<file path="config.mk">
export PLATFORM = sky130hd
export DESIGN_NAME = framed_serializer
export DESIGN_NICKNAME = d
export VERILOG_FILES = /design/src/serializer_pkg.sv /design/src/frame_shifter.sv /design/src/framed_serializer.sv
export SDC_FILE = /design/constraint.sdc
export NUM_CORES = 1
export LEC_CHECK = 0
export ABC_AREA = 1
export BUFFER_PORTS_ARGS = -buffer_cell sky130_fd_sc_hd__buf_4
export CORE_MARGIN = 5
export CORE_UTILIZATION = 48
export DETAILED_ROUTE_END_ITERATION = 8
export PLACE_DENSITY = 0.76
export SKIP_CTS_REPAIR_TIMING = 1
export SLEW_MARGIN = 20
export SYNTH_ARGS = -nofsm -noshare
export SYNTH_HDL_FRONTEND = slang
export SYNTH_SLANG_ARGS = --single-unit
</file>
<file path="constraint.sdc">
create_clock -name hclk -period 1.5 [get_ports hclk]
set_input_delay 0.225 -clock hclk [delete_from_list [all_inputs] [get_ports hclk]]
set_output_delay 0.225 -clock hclk [all_outputs]
set_load 0.05 [all_outputs]
</file>
<file path="src/serializer_pkg.sv">
// Shared constants and types for the framed serializer
package serializer_pkg;

  typedef enum logic [2:0] {
    ST_LOCK = 3'b001,
    ST_DATA = 3'b010,
    ST_SYNC = 3'b100
  } mode_e;

  localparam int unsigned WORD_W       = 10;
  localparam int unsigned FRAME_W      = 12;
  localparam int unsigned LOCK_W       = 12;
  localparam int unsigned BURST_W      = 11;
  localparam int unsigned HI_W         = 3;

  localparam logic [LOCK_W-1:0]  LOCK_CYCLES   = 12'h801;
  localparam logic [BURST_W-1:0] BURST_LEN     = 11'h400;
  localparam logic [HI_W-1:0]    SYNC_MIN_HIGH = 3'h6;
  localparam logic [HI_W-1:0]    HI_MAX        = 3'h7;

  localparam logic [FRAME_W-1:0] SYNC_PATTERN  = 12'h03F;
  localparam logic               START_BIT     = 1'h1;
  localparam logic               STOP_BIT      = 1'h0;

  localparam logic [31:0] CTRL_OFF = 32'h0000_0000;
  localparam logic [31:0] DATA_OFF = 32'h0000_0004;
  localparam logic [31:0] STAT_OFF = 32'h0000_0008;

  localparam logic [1:0] IDX_NONE = 2'h0;
  localparam logic [1:0] IDX_CTRL = 2'h1;
  localparam logic [1:0] IDX_DATA = 2'h2;
  localparam logic [1:0] IDX_STAT = 2'h3;

  localparam int unsigned CTRL_W          = 5;
  localparam int unsigned CTRL_SYNC1_BIT  = 0;
  localparam int unsigned CTRL_SYNC2_BIT  = 1;
  localparam int unsigned CTRL_EN_BIT     = 2;
  localparam int unsigned CTRL_SLEEPN_BIT = 3;
  localparam int unsigned CTRL_EDGE_BIT   = 4;
  localparam logic [CTRL_W-1:0] CTRL_RESET = 5'h18;

  localparam int unsigned STAT_LOCKED_BIT = 0;
  localparam int unsigned STAT_SYNC_BIT   = 1;
  localparam int unsigned STAT_BURST_LSB  = 2;

  localparam logic [1:0] HTRANS_NONSEQ_BIT = 2'h2;
  localparam logic [1:0] HRESP_OKAY        = 2'h0;

endpackage : serializer_pkg

</file>
<file path="src/frame_shifter.sv">
// Twelve-bit frame shift register, one line bit per clock, first bit is bit 0
`timescale 1ns/1ns
module frame_shifter (
  input  wire logic                                hclk,
  input  wire logic                                hresetn,
  input  wire logic                                load,
  input  wire logic [serializer_pkg::FRAME_W-1:0] load_word,
  output logic                                     line_bit
);

  typedef struct packed {
    logic [serializer_pkg::FRAME_W-1:0] sreg;
    logic                               bit_q;
  } shift_s;

  shift_s st_reg;
  shift_s st_next;

  always_comb begin
    st_next = st_reg;
    if (load) begin
      // Payload sits LSB first between start and stop
      st_next.sreg  = {1'h0, load_word[serializer_pkg::FRAME_W-1:1]};
      st_next.bit_q = load_word[0];
    end else begin
      // Idles at the stop level if the next strobe is late
      st_next.sreg  = {serializer_pkg::STOP_BIT, st_reg.sreg[serializer_pkg::FRAME_W-1:1]};
      st_next.bit_q = st_reg.sreg[0];
    end
  end

  always_ff @(posedge hclk or negedge hresetn) begin
    if (!hresetn) begin
      st_reg <= '0;
    end else begin
      st_reg <= st_next;
    end
  end

  assign line_bit = st_reg.bit_q;

  a_load_first_bit: assert property (@(posedge hclk) disable iff (!hresetn)
    load |=> (line_bit == $past(load_word[0])) ##1 (line_bit == $past(load_word[1], 2)))
    else $error("frame first bits out of order");

endmodule : frame_shifter

</file>
<file path="src/framed_serializer.sv">
// Framed ten-bit serializer control with AHB-Lite register access
//
// Overview of operation
// - The two sync requests are ORed and six high reference cycles start a 1024-pattern burst.
// - A request still high when the burst ends keeps patterns flowing until it drops.
// - An accepted burst runs all 1024 patterns whatever the request does; sleep low cuts it short.
// - The parallel word is captured into a ten-bit holding latch on the selected strobe edge.
// - Edge select high picks the rising reference edge, low the falling; host keeps it steady.
// - Enable high drives both serial legs, enable low puts them in high impedance.
// - Sleep low stops lock and holds the serial output in high impedance.
// - A sync pattern is six ones then six zeros, one pattern per reference period.
// - A data frame is a high start bit, ten payload bits and a low stop bit.
// - After reset the output stays off for 2049 reference cycles of lock time.
// - Leaving sleep repeats lock; the host then repeats the sync burst.
//
// Implementation choices: the AHB-Lite register port and the address map.
`timescale 1ns/1ns
module framed_serializer (
  input  wire logic        hclk,
  input  wire logic        hresetn,
  input  wire logic        hsel,
  input  wire logic [31:0] haddr,
  input  wire logic [1:0]  htrans,
  input  wire logic        hwrite,
  input  wire logic [2:0]  hsize,
  input  wire logic [31:0] hwdata,
  input  wire logic        hready,
  output logic      [31:0] hrdata,
  output logic             hreadyout,
  output logic      [1:0]  hresp,
  input  wire logic        reference_clock_in,
  output logic             serial_out_p,
  output logic             serial_out_n,
  output logic             serial_oe
);

  typedef struct packed {
    serializer_pkg::mode_e                    mode;
    logic [serializer_pkg::LOCK_W-1:0]        lock_cnt;
    logic [serializer_pkg::BURST_W-1:0]       burst_cnt;
    logic [serializer_pkg::HI_W-1:0]          hi_cnt;
    logic                                     ref_prev;
    logic [serializer_pkg::WORD_W-1:0]        held;
    logic [serializer_pkg::CTRL_W-1:0]        ctrl;
    logic [serializer_pkg::WORD_W-1:0]        word;
    logic                                     ph_write;
    logic [1:0]                               ph_idx;
    logic [31:0]                              rdata;
    logic                                     oe;
    logic                                     out_p;
    logic                                     out_n;
    logic                                     ready;
    logic [1:0]                               resp;
  } top_s;

  top_s st_reg;
  top_s st_next;

  logic                                line_bit;
  logic                                frame_load;
  logic [serializer_pkg::FRAME_W-1:0]  frame_word;

  logic ref_rise;
  logic ref_fall;
  logic strobe;
  logic sync_any;
  logic sleep_n;

  function automatic logic [1:0] reg_index(input logic [31:0] addr);
    if (addr == serializer_pkg::CTRL_OFF) begin
      reg_index = serializer_pkg::IDX_CTRL;
    end else if (addr == serializer_pkg::DATA_OFF) begin
      reg_index = serializer_pkg::IDX_DATA;
    end else if (addr == serializer_pkg::STAT_OFF) begin
      reg_index = serializer_pkg::IDX_STAT;
    end else begin
      reg_index = serializer_pkg::IDX_NONE;
    end
  endfunction : reg_index

  function automatic logic [31:0] read_value(input top_s s, input logic [1:0] idx);
    logic [31:0] v;
    v = '0;
    case (idx)
      serializer_pkg::IDX_CTRL: v[serializer_pkg::CTRL_W-1:0] = s.ctrl;
      serializer_pkg::IDX_DATA: v[serializer_pkg::WORD_W-1:0] = s.word;
      serializer_pkg::IDX_STAT: begin
        v[serializer_pkg::STAT_LOCKED_BIT] = (s.mode != serializer_pkg::ST_LOCK);
        v[serializer_pkg::STAT_SYNC_BIT]   = (s.mode == serializer_pkg::ST_SYNC);
        v[serializer_pkg::STAT_BURST_LSB +: serializer_pkg::BURST_W] = s.burst_cnt;
      end
      default: v = '0;
    endcase
    read_value = v;
  endfunction : read_value

  // The reference clock is sampled like any other input; edges come from the last sample
  assign ref_rise = reference_clock_in & ~st_reg.ref_prev;
  assign ref_fall = ~reference_clock_in & st_reg.ref_prev;
  assign strobe   = st_reg.ctrl[serializer_pkg::CTRL_EDGE_BIT] ? ref_rise : ref_fall;
  assign sync_any = st_reg.ctrl[serializer_pkg::CTRL_SYNC1_BIT]
                  | st_reg.ctrl[serializer_pkg::CTRL_SYNC2_BIT];
  assign sleep_n  = st_reg.ctrl[serializer_pkg::CTRL_SLEEPN_BIT];

  always_comb begin
    st_next          = st_reg;
    frame_load       = 1'b0;
    frame_word       = serializer_pkg::SYNC_PATTERN;
    st_next.ref_prev = reference_clock_in;

    // Bus data phase: write lands one cycle after its address phase
    if (st_reg.ph_write) begin
      case (st_reg.ph_idx)
        serializer_pkg::IDX_CTRL: st_next.ctrl = hwdata[serializer_pkg::CTRL_W-1:0];
        serializer_pkg::IDX_DATA: st_next.word = hwdata[serializer_pkg::WORD_W-1:0];
        default: st_next.ctrl = st_reg.ctrl;
      endcase
    end
    st_next.ph_write = 1'b0;
    st_next.ph_idx   = serializer_pkg::IDX_NONE;

    // Count reference periods with the request high, saturating
    if (!sync_any) begin
      st_next.hi_cnt = '0;
    end else if (ref_rise && st_reg.hi_cnt != serializer_pkg::HI_MAX) begin
      st_next.hi_cnt = st_reg.hi_cnt + 3'h1;
    end

    if (!sleep_n) begin
      st_next.mode     = serializer_pkg::ST_LOCK;
      st_next.lock_cnt = '0;
      st_next.burst_cnt = '0;
    end else begin
      case (st_reg.mode)
        serializer_pkg::ST_LOCK: begin
          if (ref_rise) begin
            if (st_reg.lock_cnt == serializer_pkg::LOCK_CYCLES - 12'h001) begin
              st_next.mode = serializer_pkg::ST_DATA;
            end else begin
              st_next.lock_cnt = st_reg.lock_cnt + 12'h001;
            end
          end
        end
        serializer_pkg::ST_DATA: begin
          if (strobe) begin
            st_next.held = st_reg.word;
            frame_load   = 1'b1;
            if (st_reg.hi_cnt >= serializer_pkg::SYNC_MIN_HIGH) begin
              // Word is ignored; this frame is the first of the burst
              st_next.mode      = serializer_pkg::ST_SYNC;
              st_next.burst_cnt = serializer_pkg::BURST_LEN - 11'h001;
              frame_word        = serializer_pkg::SYNC_PATTERN;
            end else begin
              frame_word = {serializer_pkg::STOP_BIT, st_reg.word,
                            serializer_pkg::START_BIT};
            end
          end
        end
        serializer_pkg::ST_SYNC: begin
          if (strobe) begin
            st_next.held = st_reg.word;
            frame_load   = 1'b1;
            if (st_reg.burst_cnt != '0) begin
              st_next.burst_cnt = st_reg.burst_cnt - 11'h001;
              frame_word        = serializer_pkg::SYNC_PATTERN;
            end else if (sync_any) begin
              frame_word = serializer_pkg::SYNC_PATTERN;
            end else begin
              st_next.mode = serializer_pkg::ST_DATA;
              frame_word   = {serializer_pkg::STOP_BIT, st_reg.word,
                              serializer_pkg::START_BIT};
            end
          end
        end
        default: st_next.mode = serializer_pkg::ST_LOCK;
      endcase
    end

    // Enable only gates the drivers, so burst timing runs on while the line is off
    st_next.oe = st_reg.ctrl[serializer_pkg::CTRL_EN_BIT] && sleep_n
               && (st_reg.mode != serializer_pkg::ST_LOCK);
    st_next.out_p = line_bit;
    st_next.out_n = ~line_bit;

    // Address phase: read data is built from the post-write state so back to back works
    if (hsel && hready && htrans[1]) begin
      st_next.ph_write = hwrite;
      st_next.ph_idx   = reg_index(haddr);
      st_next.rdata    = hwrite ? 32'h0000_0000 : read_value(st_next, reg_index(haddr));
    end
  end

  always_ff @(posedge hclk or negedge hresetn) begin
    if (!hresetn) begin
      st_reg          <= '0;
      st_reg.mode     <= serializer_pkg::ST_LOCK;
      st_reg.ctrl     <= serializer_pkg::CTRL_RESET;
      // Zero-wait slave: ready and response are flops that keep their reset values
      st_reg.ready    <= 1'b1;
      st_reg.resp     <= serializer_pkg::HRESP_OKAY;
    end else begin
      st_reg <= st_next;
    end
  end

  frame_shifter u_frame_shifter (
    .hclk      (hclk),
    .hresetn   (hresetn),
    .load      (frame_load),
    .load_word (frame_word),
    .line_bit  (line_bit)
  );

  assign hrdata       = st_reg.rdata;
  assign hreadyout    = st_reg.ready;
  assign hresp        = st_reg.resp;
  assign serial_out_p = st_reg.out_p;
  assign serial_out_n = st_reg.out_n;
  assign serial_oe    = st_reg.oe;

  a_entry_after_six: assert property (@(posedge hclk) disable iff (!hresetn)
    (st_reg.mode == serializer_pkg::ST_DATA && sleep_n && strobe
     && st_reg.hi_cnt >= serializer_pkg::SYNC_MIN_HIGH)
    |=> (st_reg.mode == serializer_pkg::ST_SYNC
         && st_reg.burst_cnt == serializer_pkg::BURST_LEN - 11'h001))
    else $error("sync burst not started after six high periods");

  a_no_early_entry: assert property (@(posedge hclk) disable iff (!hresetn)
    (st_reg.mode == serializer_pkg::ST_DATA && st_reg.hi_cnt < serializer_pkg::SYNC_MIN_HIGH)
    |=> st_reg.mode != serializer_pkg::ST_SYNC)
    else $error("sync burst started too early");

  a_burst_holds: assert property (@(posedge hclk) disable iff (!hresetn)
    (st_reg.mode == serializer_pkg::ST_SYNC && sleep_n && st_reg.burst_cnt != '0)
    |=> st_reg.mode == serializer_pkg::ST_SYNC)
    else $error("sync burst cut short");

  a_sync_continues: assert property (@(posedge hclk) disable iff (!hresetn)
    (st_reg.mode == serializer_pkg::ST_SYNC && sleep_n && sync_any)
    |=> st_reg.mode == serializer_pkg::ST_SYNC)
    else $error("sync patterns stopped while request high");

  a_pattern_shape: assert property (@(posedge hclk) disable iff (!hresetn)
    (frame_load && st_next.mode == serializer_pkg::ST_SYNC)
    |-> frame_word == serializer_pkg::SYNC_PATTERN)
    else $error("wrong sync pattern loaded");

  a_data_framing: assert property (@(posedge hclk) disable iff (!hresetn)
    (frame_load && st_next.mode == serializer_pkg::ST_DATA)
    |-> (frame_word[0] == 1'b1 && frame_word[serializer_pkg::FRAME_W-1] == 1'b0))
    else $error("data frame lacks start or stop bit");

  a_latch_word: assert property (@(posedge hclk) disable iff (!hresetn)
    (strobe && sleep_n && st_reg.mode != serializer_pkg::ST_LOCK)
    |=> st_reg.held == $past(st_reg.word))
    else $error("holding latch missed strobe");

  a_oe_off_enable: assert property (@(posedge hclk) disable iff (!hresetn)
    (!st_reg.ctrl[serializer_pkg::CTRL_EN_BIT] || !sleep_n) |=> !serial_oe)
    else $error("output driven while disabled or asleep");

  a_lock_quiet: assert property (@(posedge hclk) disable iff (!hresetn)
    (st_reg.mode == serializer_pkg::ST_LOCK) |=> (!serial_oe && !frame_load))
    else $error("output active during lock");

endmodule : framed_serializer

</file>
* Word level (Yosys, flattened, before mapping)
Index checks and enable logic that the tools add are counted.
Word-level totals: register bits 96
Operators by class: $add $sub $neg 3, order comparisons 1, eq/ne operators 19, mux-type cells 42, bitwise operators 6, reduce and logical (&&, ||, !) cells 9
Operator list (number):
- 2-to-1 mux 11 bit | 10
- case mux 11 bit (2 select lines) | 2
- 2-to-1 mux 12 bit | 3
- 2-to-1 mux 35 bit | 1
- == test 32 x 3 -> 1 bit, second input constant | 1
- == test 32 x 4 -> 1 bit, second input constant | 1
- zero test 32 bit | 1
- 2-to-1 mux 15 bit | 2
- 2-to-1 mux 3 bit | 9
- 2-to-1 mux 26 bit | 1
- case mux 5 bit (3 select lines) | 1
- 2-to-1 mux 13 bit | 1
- adder 12 x 1 -> 12 bit, second input constant | 1
- == test 12 bit, second input constant | 1
- nonzero test 11 bit | 1
- subtractor 11 x 1 -> 11 bit, second input constant | 1
- 2-to-1 mux 10 bit | 1
- case mux 5 bit (2 select lines) | 1
- case mux 3 bit (3 select lines) | 1
- 2-to-1 mux 2 bit | 4
- == test 2 bit, second input constant | 3
- == test 3 bit, second input constant | 2
- inequality test 2 x 1 -> 1 bit, second input constant | 3
- inequality test 3 x 1 -> 1 bit, second input constant | 2
- other kinds (15) | 26

* Longest topological paths before layout
Gate-level depths: netlist (run 1).
depth in word-level cells 10, gate-level depth with buffers 13, mapped depth without buffers 13

* By module
A second synthesis (run 1) with hierarchy kept.
Second synthesis, totals: cell total of the unflattened synthesis 594, area, all modules 4486.8 µm²
Modules (own cells, without submodules):
- framed_serializer | times used 1, cells each 544, area each 4032.6 µm²
- frame_shifter | times used 1, cells each 50, area each 454.2 µm²

* Worst setup path before layout (run 1)
Ideal clock, no wire load.
path type reg2reg, from register st_reg[70] (netlist name), to register u_frame_shifter.st_reg[1] (netlist name), library setup time 0.115 ns, arrival time 1.462 ns, required time 1.385 ns, path slack -0.077 ns, cell stages (with the launch flop) 11, path through dfrtp_1 > inv_1 > ha_1 > nand2_2 > nor2_4 > nand3_4 > o21ai_2 > a21boi_4 > nand2_1 > o21ai_2 > inv_2
RTL lines:
- start: declaration | RTL line framed_serializer.sv:56 | top_s st_reg;
- start signal: assignment | RTL line framed_serializer.sv:202 | st_reg <= st_next;
- end signal: assignment | RTL line frame_shifter.sv:36 | st_reg <= st_next;
- end: declaration | RTL line frame_shifter.sv:16 | shift_s st_reg;

==> impl_metrics.ini, run 1 <==
[sta]
setup_viol = 44
fin_crit_sh = 1.11
final_max_slew_viol_count = 0
fin_ws_ps = -168
fmax_ghz = 0.599
period_needed_ps = 1670
finalHoldViolCount = 0
whs_ps = 111
rsz0062_at_grt = true
skew_ps = 10.5
fin_setup_tns_ps = -3750

[worst_setup_path]
critPathArrivalTime_ps = 1920
r2r_slack_ps = -170
critical_path_required_ps = 1750
cp_slowest_cell = dfrtp_1
critPathKind = reg -> reg
cp_slowest_stage_delay_ps = 450
crit_chain = nor2_2 -> nand2_1 -> inv_2 -> nand3_4 -> o21ai_2 -> a21boi_4 -> nand2_1 -> o21ai_2 -> inv_2
crit_path_end_kind = flop
worstPathMaxFanout = 6
cp-start-kind = flop

[floorplanning]
die_w_um = 106
start_util = 0.484
ioPinCount = 113
core_area_um2 = 9110
row_count = 35
dieArea_um2 = 11200
die_y_um = 106

[routing]
drt_pass1_iterations = 5
detail-route-antenna-nets = 0
routed_wl_um = 11600
wl_per_cell_um = 14.4
drc = 0
vias = 4122
initialDrtViolationCount = 250
via_per_inst = 5.11

[cells_and_area]
final_cells = 806
syn2layout_area_growth_pct = 38.2
drive_gt1_frac = 0.443
largest_reg_flops = 47
nets = 771
stdcell_area_um2 = 6100
nFillCells = 700
antennaDiodeCount = 0

[outcome]
violations = setup timing
status = finished, violations left

[clocking]
ctsRootBufferMaster = clkbuf_8
clock_path_buffers = 2
worstSkewPairLatency_ps = 350
path_clk_slew_ps = 80
cts.sinks = 75
cts_made_buffers = 9
cts.htree.levels = 3
cts_tree = done

[logic_synthesis]
ys_warn_count = 0
yosys-top-cells-area = dfrtp_1, nand2_1, buf_4, nand3_1, inv_1
synth_largest_area_cell = dfrtp_1
synth_top_area_frac = 0.408
synth_edf_count = 0
synth_async_sr_flop_share = 1.00
synthFlopType = dfrtp_1
netlist_area_um2 = 4410
syn_avg_cell_area_um2 = 7.88
synthCells = 560
synth-seq-cells = 75
synth_cell_types = 43
ys_seq_area_frac = 0.426

[run]
cap_violations = 0

[grt]
grt_max_degree = 76
first_global_vias = 3971
grt_remaining_overflow = 0
grt_pass1_wl_um = 17800
grt_usage = 0.193
antenna_found_initial = 0

[placement]
io_buffers = 64
dp_hpwl_um = 8130
place_congestion = 0.909
place_inst = 775
dpl_cell_area_um2 = 5290

[power_and_ir_drop]
power.leakage_nw = 3.04
power_density_nw_per_um2 = 959
ir_worst_vdd_mv = 0.527

[hold_path]
hold_class = in -> reg
-- worst paths after layout --
check | start | to | cells past startpoint
worst min-delay path | reference_clock_in | st_reg[66] | 2
worst min register to register | u_frame_shifter.line_bit | serial_out_p | 0
max in group asynchronous | hresetn | st_reg[55] | 3
min in group asynchronous | hresetn | st_reg[85] | 3
worst max-delay path | st_reg[76] | u_frame_shifter.st_reg[3] | 9
worst max register to register | st_reg[76] | u_frame_shifter.st_reg[3] | 9
-- cell usage after synthesis (2+ instances only) --
master	count
a21oi_1	15
nor2_1	56
inv_2	16
nor2_4	5
buf_2	2
nand3_1	53
xor2_1	2
nand3_4	2
nand4_1	9
o21ai_1	2
ha_1	6
nor2_2	12
nand2_4	3
o21ai_2	7
or2_2	2
dfrtp_1	72
o21a_1	2
mux2_2	5
nand3_2	6
buf_4	36
nor3_2	3
a31oi_1	5
o21ai_0	23
nand2_1	129
inv_1	59
o31ai_1	2
dfstp_2	3
nand2_2	7
conb_1	2
-- worst max-delay path, delay by kind of cell, from the launching register on --
kind | cells | cell delay (ps)
compound gates | 3 | 520
buf+inv | 2 | 120
flops | 1 | 450
simple gates | 4 | 510
-- report_power, final --
| group | switching, W | internal [W] | leakage, nW |
|---|---|---|---|
| combinational | 0.00106 | 0.000833 | 2.03 |
| clock | 0.000783 | 0.000814 | 0.0987 |
| sequential | 0.000149 | 0.00221 | 0.911 |
| total | 0.00199 | 0.00385 | 3.04 |
-- cells by family (layout without fill, tap and decap cells) --
family                     after synthesis  after routing  share of synthesized area
muxes                                    5              5                     0.0128
DFF                                     75             75                      0.426
AOI/OAI and AO/OA                       60             60                     0.0859
adders and majority gates                6              6                     0.0170
buffers and inverters                  117            231                      0.132
xor gates and xnor gates                 2              2                    0.00397
and+or+nand+nor                        293            294                      0.320
other                                    2             22                    0.00170
-- per-layer routing --
metal  track usage  routed length, um
met1         0.251               4700
met2         0.324               5990
met5             0                  0
met4        0.0564                227
met3        0.0416                672
-- cell usage in the layout, fill, tap and decap left out, types with 3 or more instances in the layout --
master    Yosys  layout
o21ai_1       2       5
dfrtp_2       0       3
nand4_1       9       9
nor2_1       56      44
a21oi_2       1      11
a21oi_1      15       4
nand2_2       7      15
nor2_2       12      15
nand3_4       2       6
mux2_2        5       5
o21ai_2       7      10
ha_4          0       3
dfstp_2       3       3
nand2_4       3       5
conb_1        2      22
o21ai_0      23      17
dfrtp_1      72      69
inv_2        16      22
ha_1          6       3
clkbuf_8      0      10
inv_1        59      51
nand3_2       6      21
buf_6         1       8
nor3_4        1       4
nand2_8       0       3
nand3_1      53      34
nor2_4        5      14
buf_4        36     128
nand2_1     129     117
-- stage by stage --
stage	worst slack, ps	power, W	utilization
2_1_floorplan	0.626	0.00330	-
3_3_place_gp	-117	0.00394	0.581
3_5_place_dp	-145	0.00401	0.581
4_1_cts	-167	0.00560	0.603
5_1_grt	-263	0.00618	0.669
6_report	-168	0.00585	0.669
-- cell type report --
cell class | instances | area [um2] | area share
multi-input combinational | 389 | 2480 | 0.407
tap | 111 | 139 | 0.0228
clock inverter | 6 | 63.8 | 0.0105
sequential | 75 | 1880 | 0.309
clock buffer | 10 | 138 | 0.0226
timing repair buffer | 139 | 1100 | 0.181
inverter | 76 | 290 | 0.0476
Power figures use the tool's default switching activity.
==> run 2, diff against run 1 <==
--- a/config.mk
+++ b/config.mk
@@ -11,6 +11,7 @@
 export CORE_UTILIZATION = 48
 export DETAILED_ROUTE_END_ITERATION = 8
 export PLACE_DENSITY = 0.76
+export REMOVE_ABC_BUFFERS = 1
 export SKIP_CTS_REPAIR_TIMING = 1
 export SLEW_MARGIN = 20
 export SYNTH_ARGS = -nofsm -noshare
==> impl_metrics.ini, run 2 (synthesis gave the netlist of run 1 again) <==
[outcome]
status = finished, violations left
violations = setup timing

[hold_path]
hold_class = in -> reg

[sta]
finalHoldViolCount = 0
final_max_slew_viol_count = 0
fin_setup_tns_ps = -5340
skew_ps = 12.7
rsz0062_at_grt = true
period_needed_ps = 1730
setup_viol = 45
fin_ws_ps = -226
fin_crit_sh = 1.15
fmax_ghz = 0.579

[worst_setup_path]
critical_path_required_ps = 1750
cp-start-kind = flop
worstPathMaxFanout = 7
crit_path_end_kind = flop
critPathKind = reg -> reg
critPathArrivalTime_ps = 1970

[routing]
vias = 4106
drt_pass1_iterations = 5
wl_per_cell_um = 14.5
initialDrtViolationCount = 244
via_per_inst = 5.15
detail-route-antenna-nets = 0
drc = 0
routed_wl_um = 11600

[floorplanning]
core_area_um2 = 9110
row_count = 35
ioPinCount = 113
start_util = 0.484
die_y_um = 106
dieArea_um2 = 11200
die_w_um = 106

[grt]
grt_usage = 0.190
grt_max_degree = 34
first_global_vias = 3777
antenna_found_initial = 0
grt_remaining_overflow = 0
grt_pass1_wl_um = 17300

[cells_and_area]
nFillCells = 699
antennaDiodeCount = 0
stdcell_area_um2 = 5900
drive_gt1_frac = 0.394
nets = 762
final_util = 0.647
syn2layout_area_growth_pct = 33.6
largest_reg_flops = 47
layout_commonest_cell = nand2_1
mostFrequentLayoutCells = nand2_1, buf_4, dfrtp_1, inv_1, nor2_1

[power_and_ir_drop]
ir_worst_vdd_mv = 0.452
power_density_nw_per_um2 = 957
swShare = 0.342
power_frac_seq = 0.418
p_comb_frac = 0.287
power_switching_w = 0.00193
power.leakage_nw = 2.97
internal-power_w = 0.00371
clockPowerShare = 0.295

[clocking]
path_clk_slew_ps = 90
clock_path_buffers = 2
cts.htree.levels = 3
cts.sinks = 75
cts_made_buffers = 9
cts_tree = done
ctsRootBufferMaster = clkbuf_8
worstSkewPairLatency_ps = 360

[placement]
io_buffers = 64
pre_cts_slack_ps = -216
dp_hpwl_um = 8060
place_congestion = 0.852
dpl_cell_area_um2 = 5240

[run]
cap_violations = 0
==> run 2: cell count changes in the layout (fill, tap and decap cells not counted), moves of 3 or more <==
cell / change
nand3_1: +8
nand2_1: +7
nand3_2: -7
buf_4: -6
nand2_2: -6
nor2_1: +6
nor2_2: -5
a21oi_1: +3
a21oi_2: -3
==> run 2: metrics by stage <==
stage | power, W | hold WS, ps | instances
6_report | 0.00564 | 92.7 | 797
5_1_grt | 0.00595 | 81.4 | 797
4_1_cts | 0.00552 | -263 | 786
3_5_place_dp | 0.00386 | 130 | 770
3_3_place_gp | 0.00380 | 125 | 770
2_1_floorplan | 0.00323 | -70.6 | 539
==> run 2: power by group through the flow <==
| stage | Sequential [W] | Clock [W] | Combinational [W] |
|---|---|---|---|
| finish | 0.00236 | 0.00166 | 0.00162 |
| global route | 0.00239 | 0.00178 | 0.00178 |
| CTS | 0.00235 | 0.00168 | 0.00148 |
| detailed placement | 0.00239 | 0 | 0.00147 |
| global placement | 0.00238 | 0 | 0.00141 |
| floorplan | 0.00240 | 0 | 0.000827 |
==> run 2: worst max-delay path, stage by stage, from the launching register on <==
cell and delay (ps):
dfstp_2 560, inv_4 50, nor3_4 210, inv_2 90, nor2_4 180, nand2_8 130
nor3_4 180, nand3_1 100, nand2_1 70, a21oi_1 40
==> run 2: worst paths after layout <==
path,depth (start not counted),to,start,slack [ps]
setup reg to reg,9,st_reg[91],st_reg[93],-230
hold / removal,3,st_reg[40],hwrite,90
max in group asynchronous,3,sleep_n,hresetn,690
setup / recovery,9,st_reg[91],st_reg[93],-230
hold reg to reg,0,serial_out_p,u_frame_shifter.line_bit,400
min in group asynchronous,2,st_reg[85],hresetn,290
==> run 2: per-layer routing <==
metal | up-vias | GRT usage | wire [um]
met3 | 27 | 0.0318 | 624
met4 | 0 | 0.0703 | 275
met2 | 149 | 0.328 | 6020
met1 | 1955 | 0.240 | 4660
met5 | - | 0 | 0
li1 | 1975 | - | -
==> run 2: final cells by class <==
class	count	area, um2	area share
clock buffers	10	138	0.0233
clock inverters	6	72.6	0.0123
inverters	76	288	0.0488
multi-input cells	389	2360	0.401
flip-flops and latches	75	1880	0.319
well taps	111	139	0.0236
repair buffers	130	1010	0.172
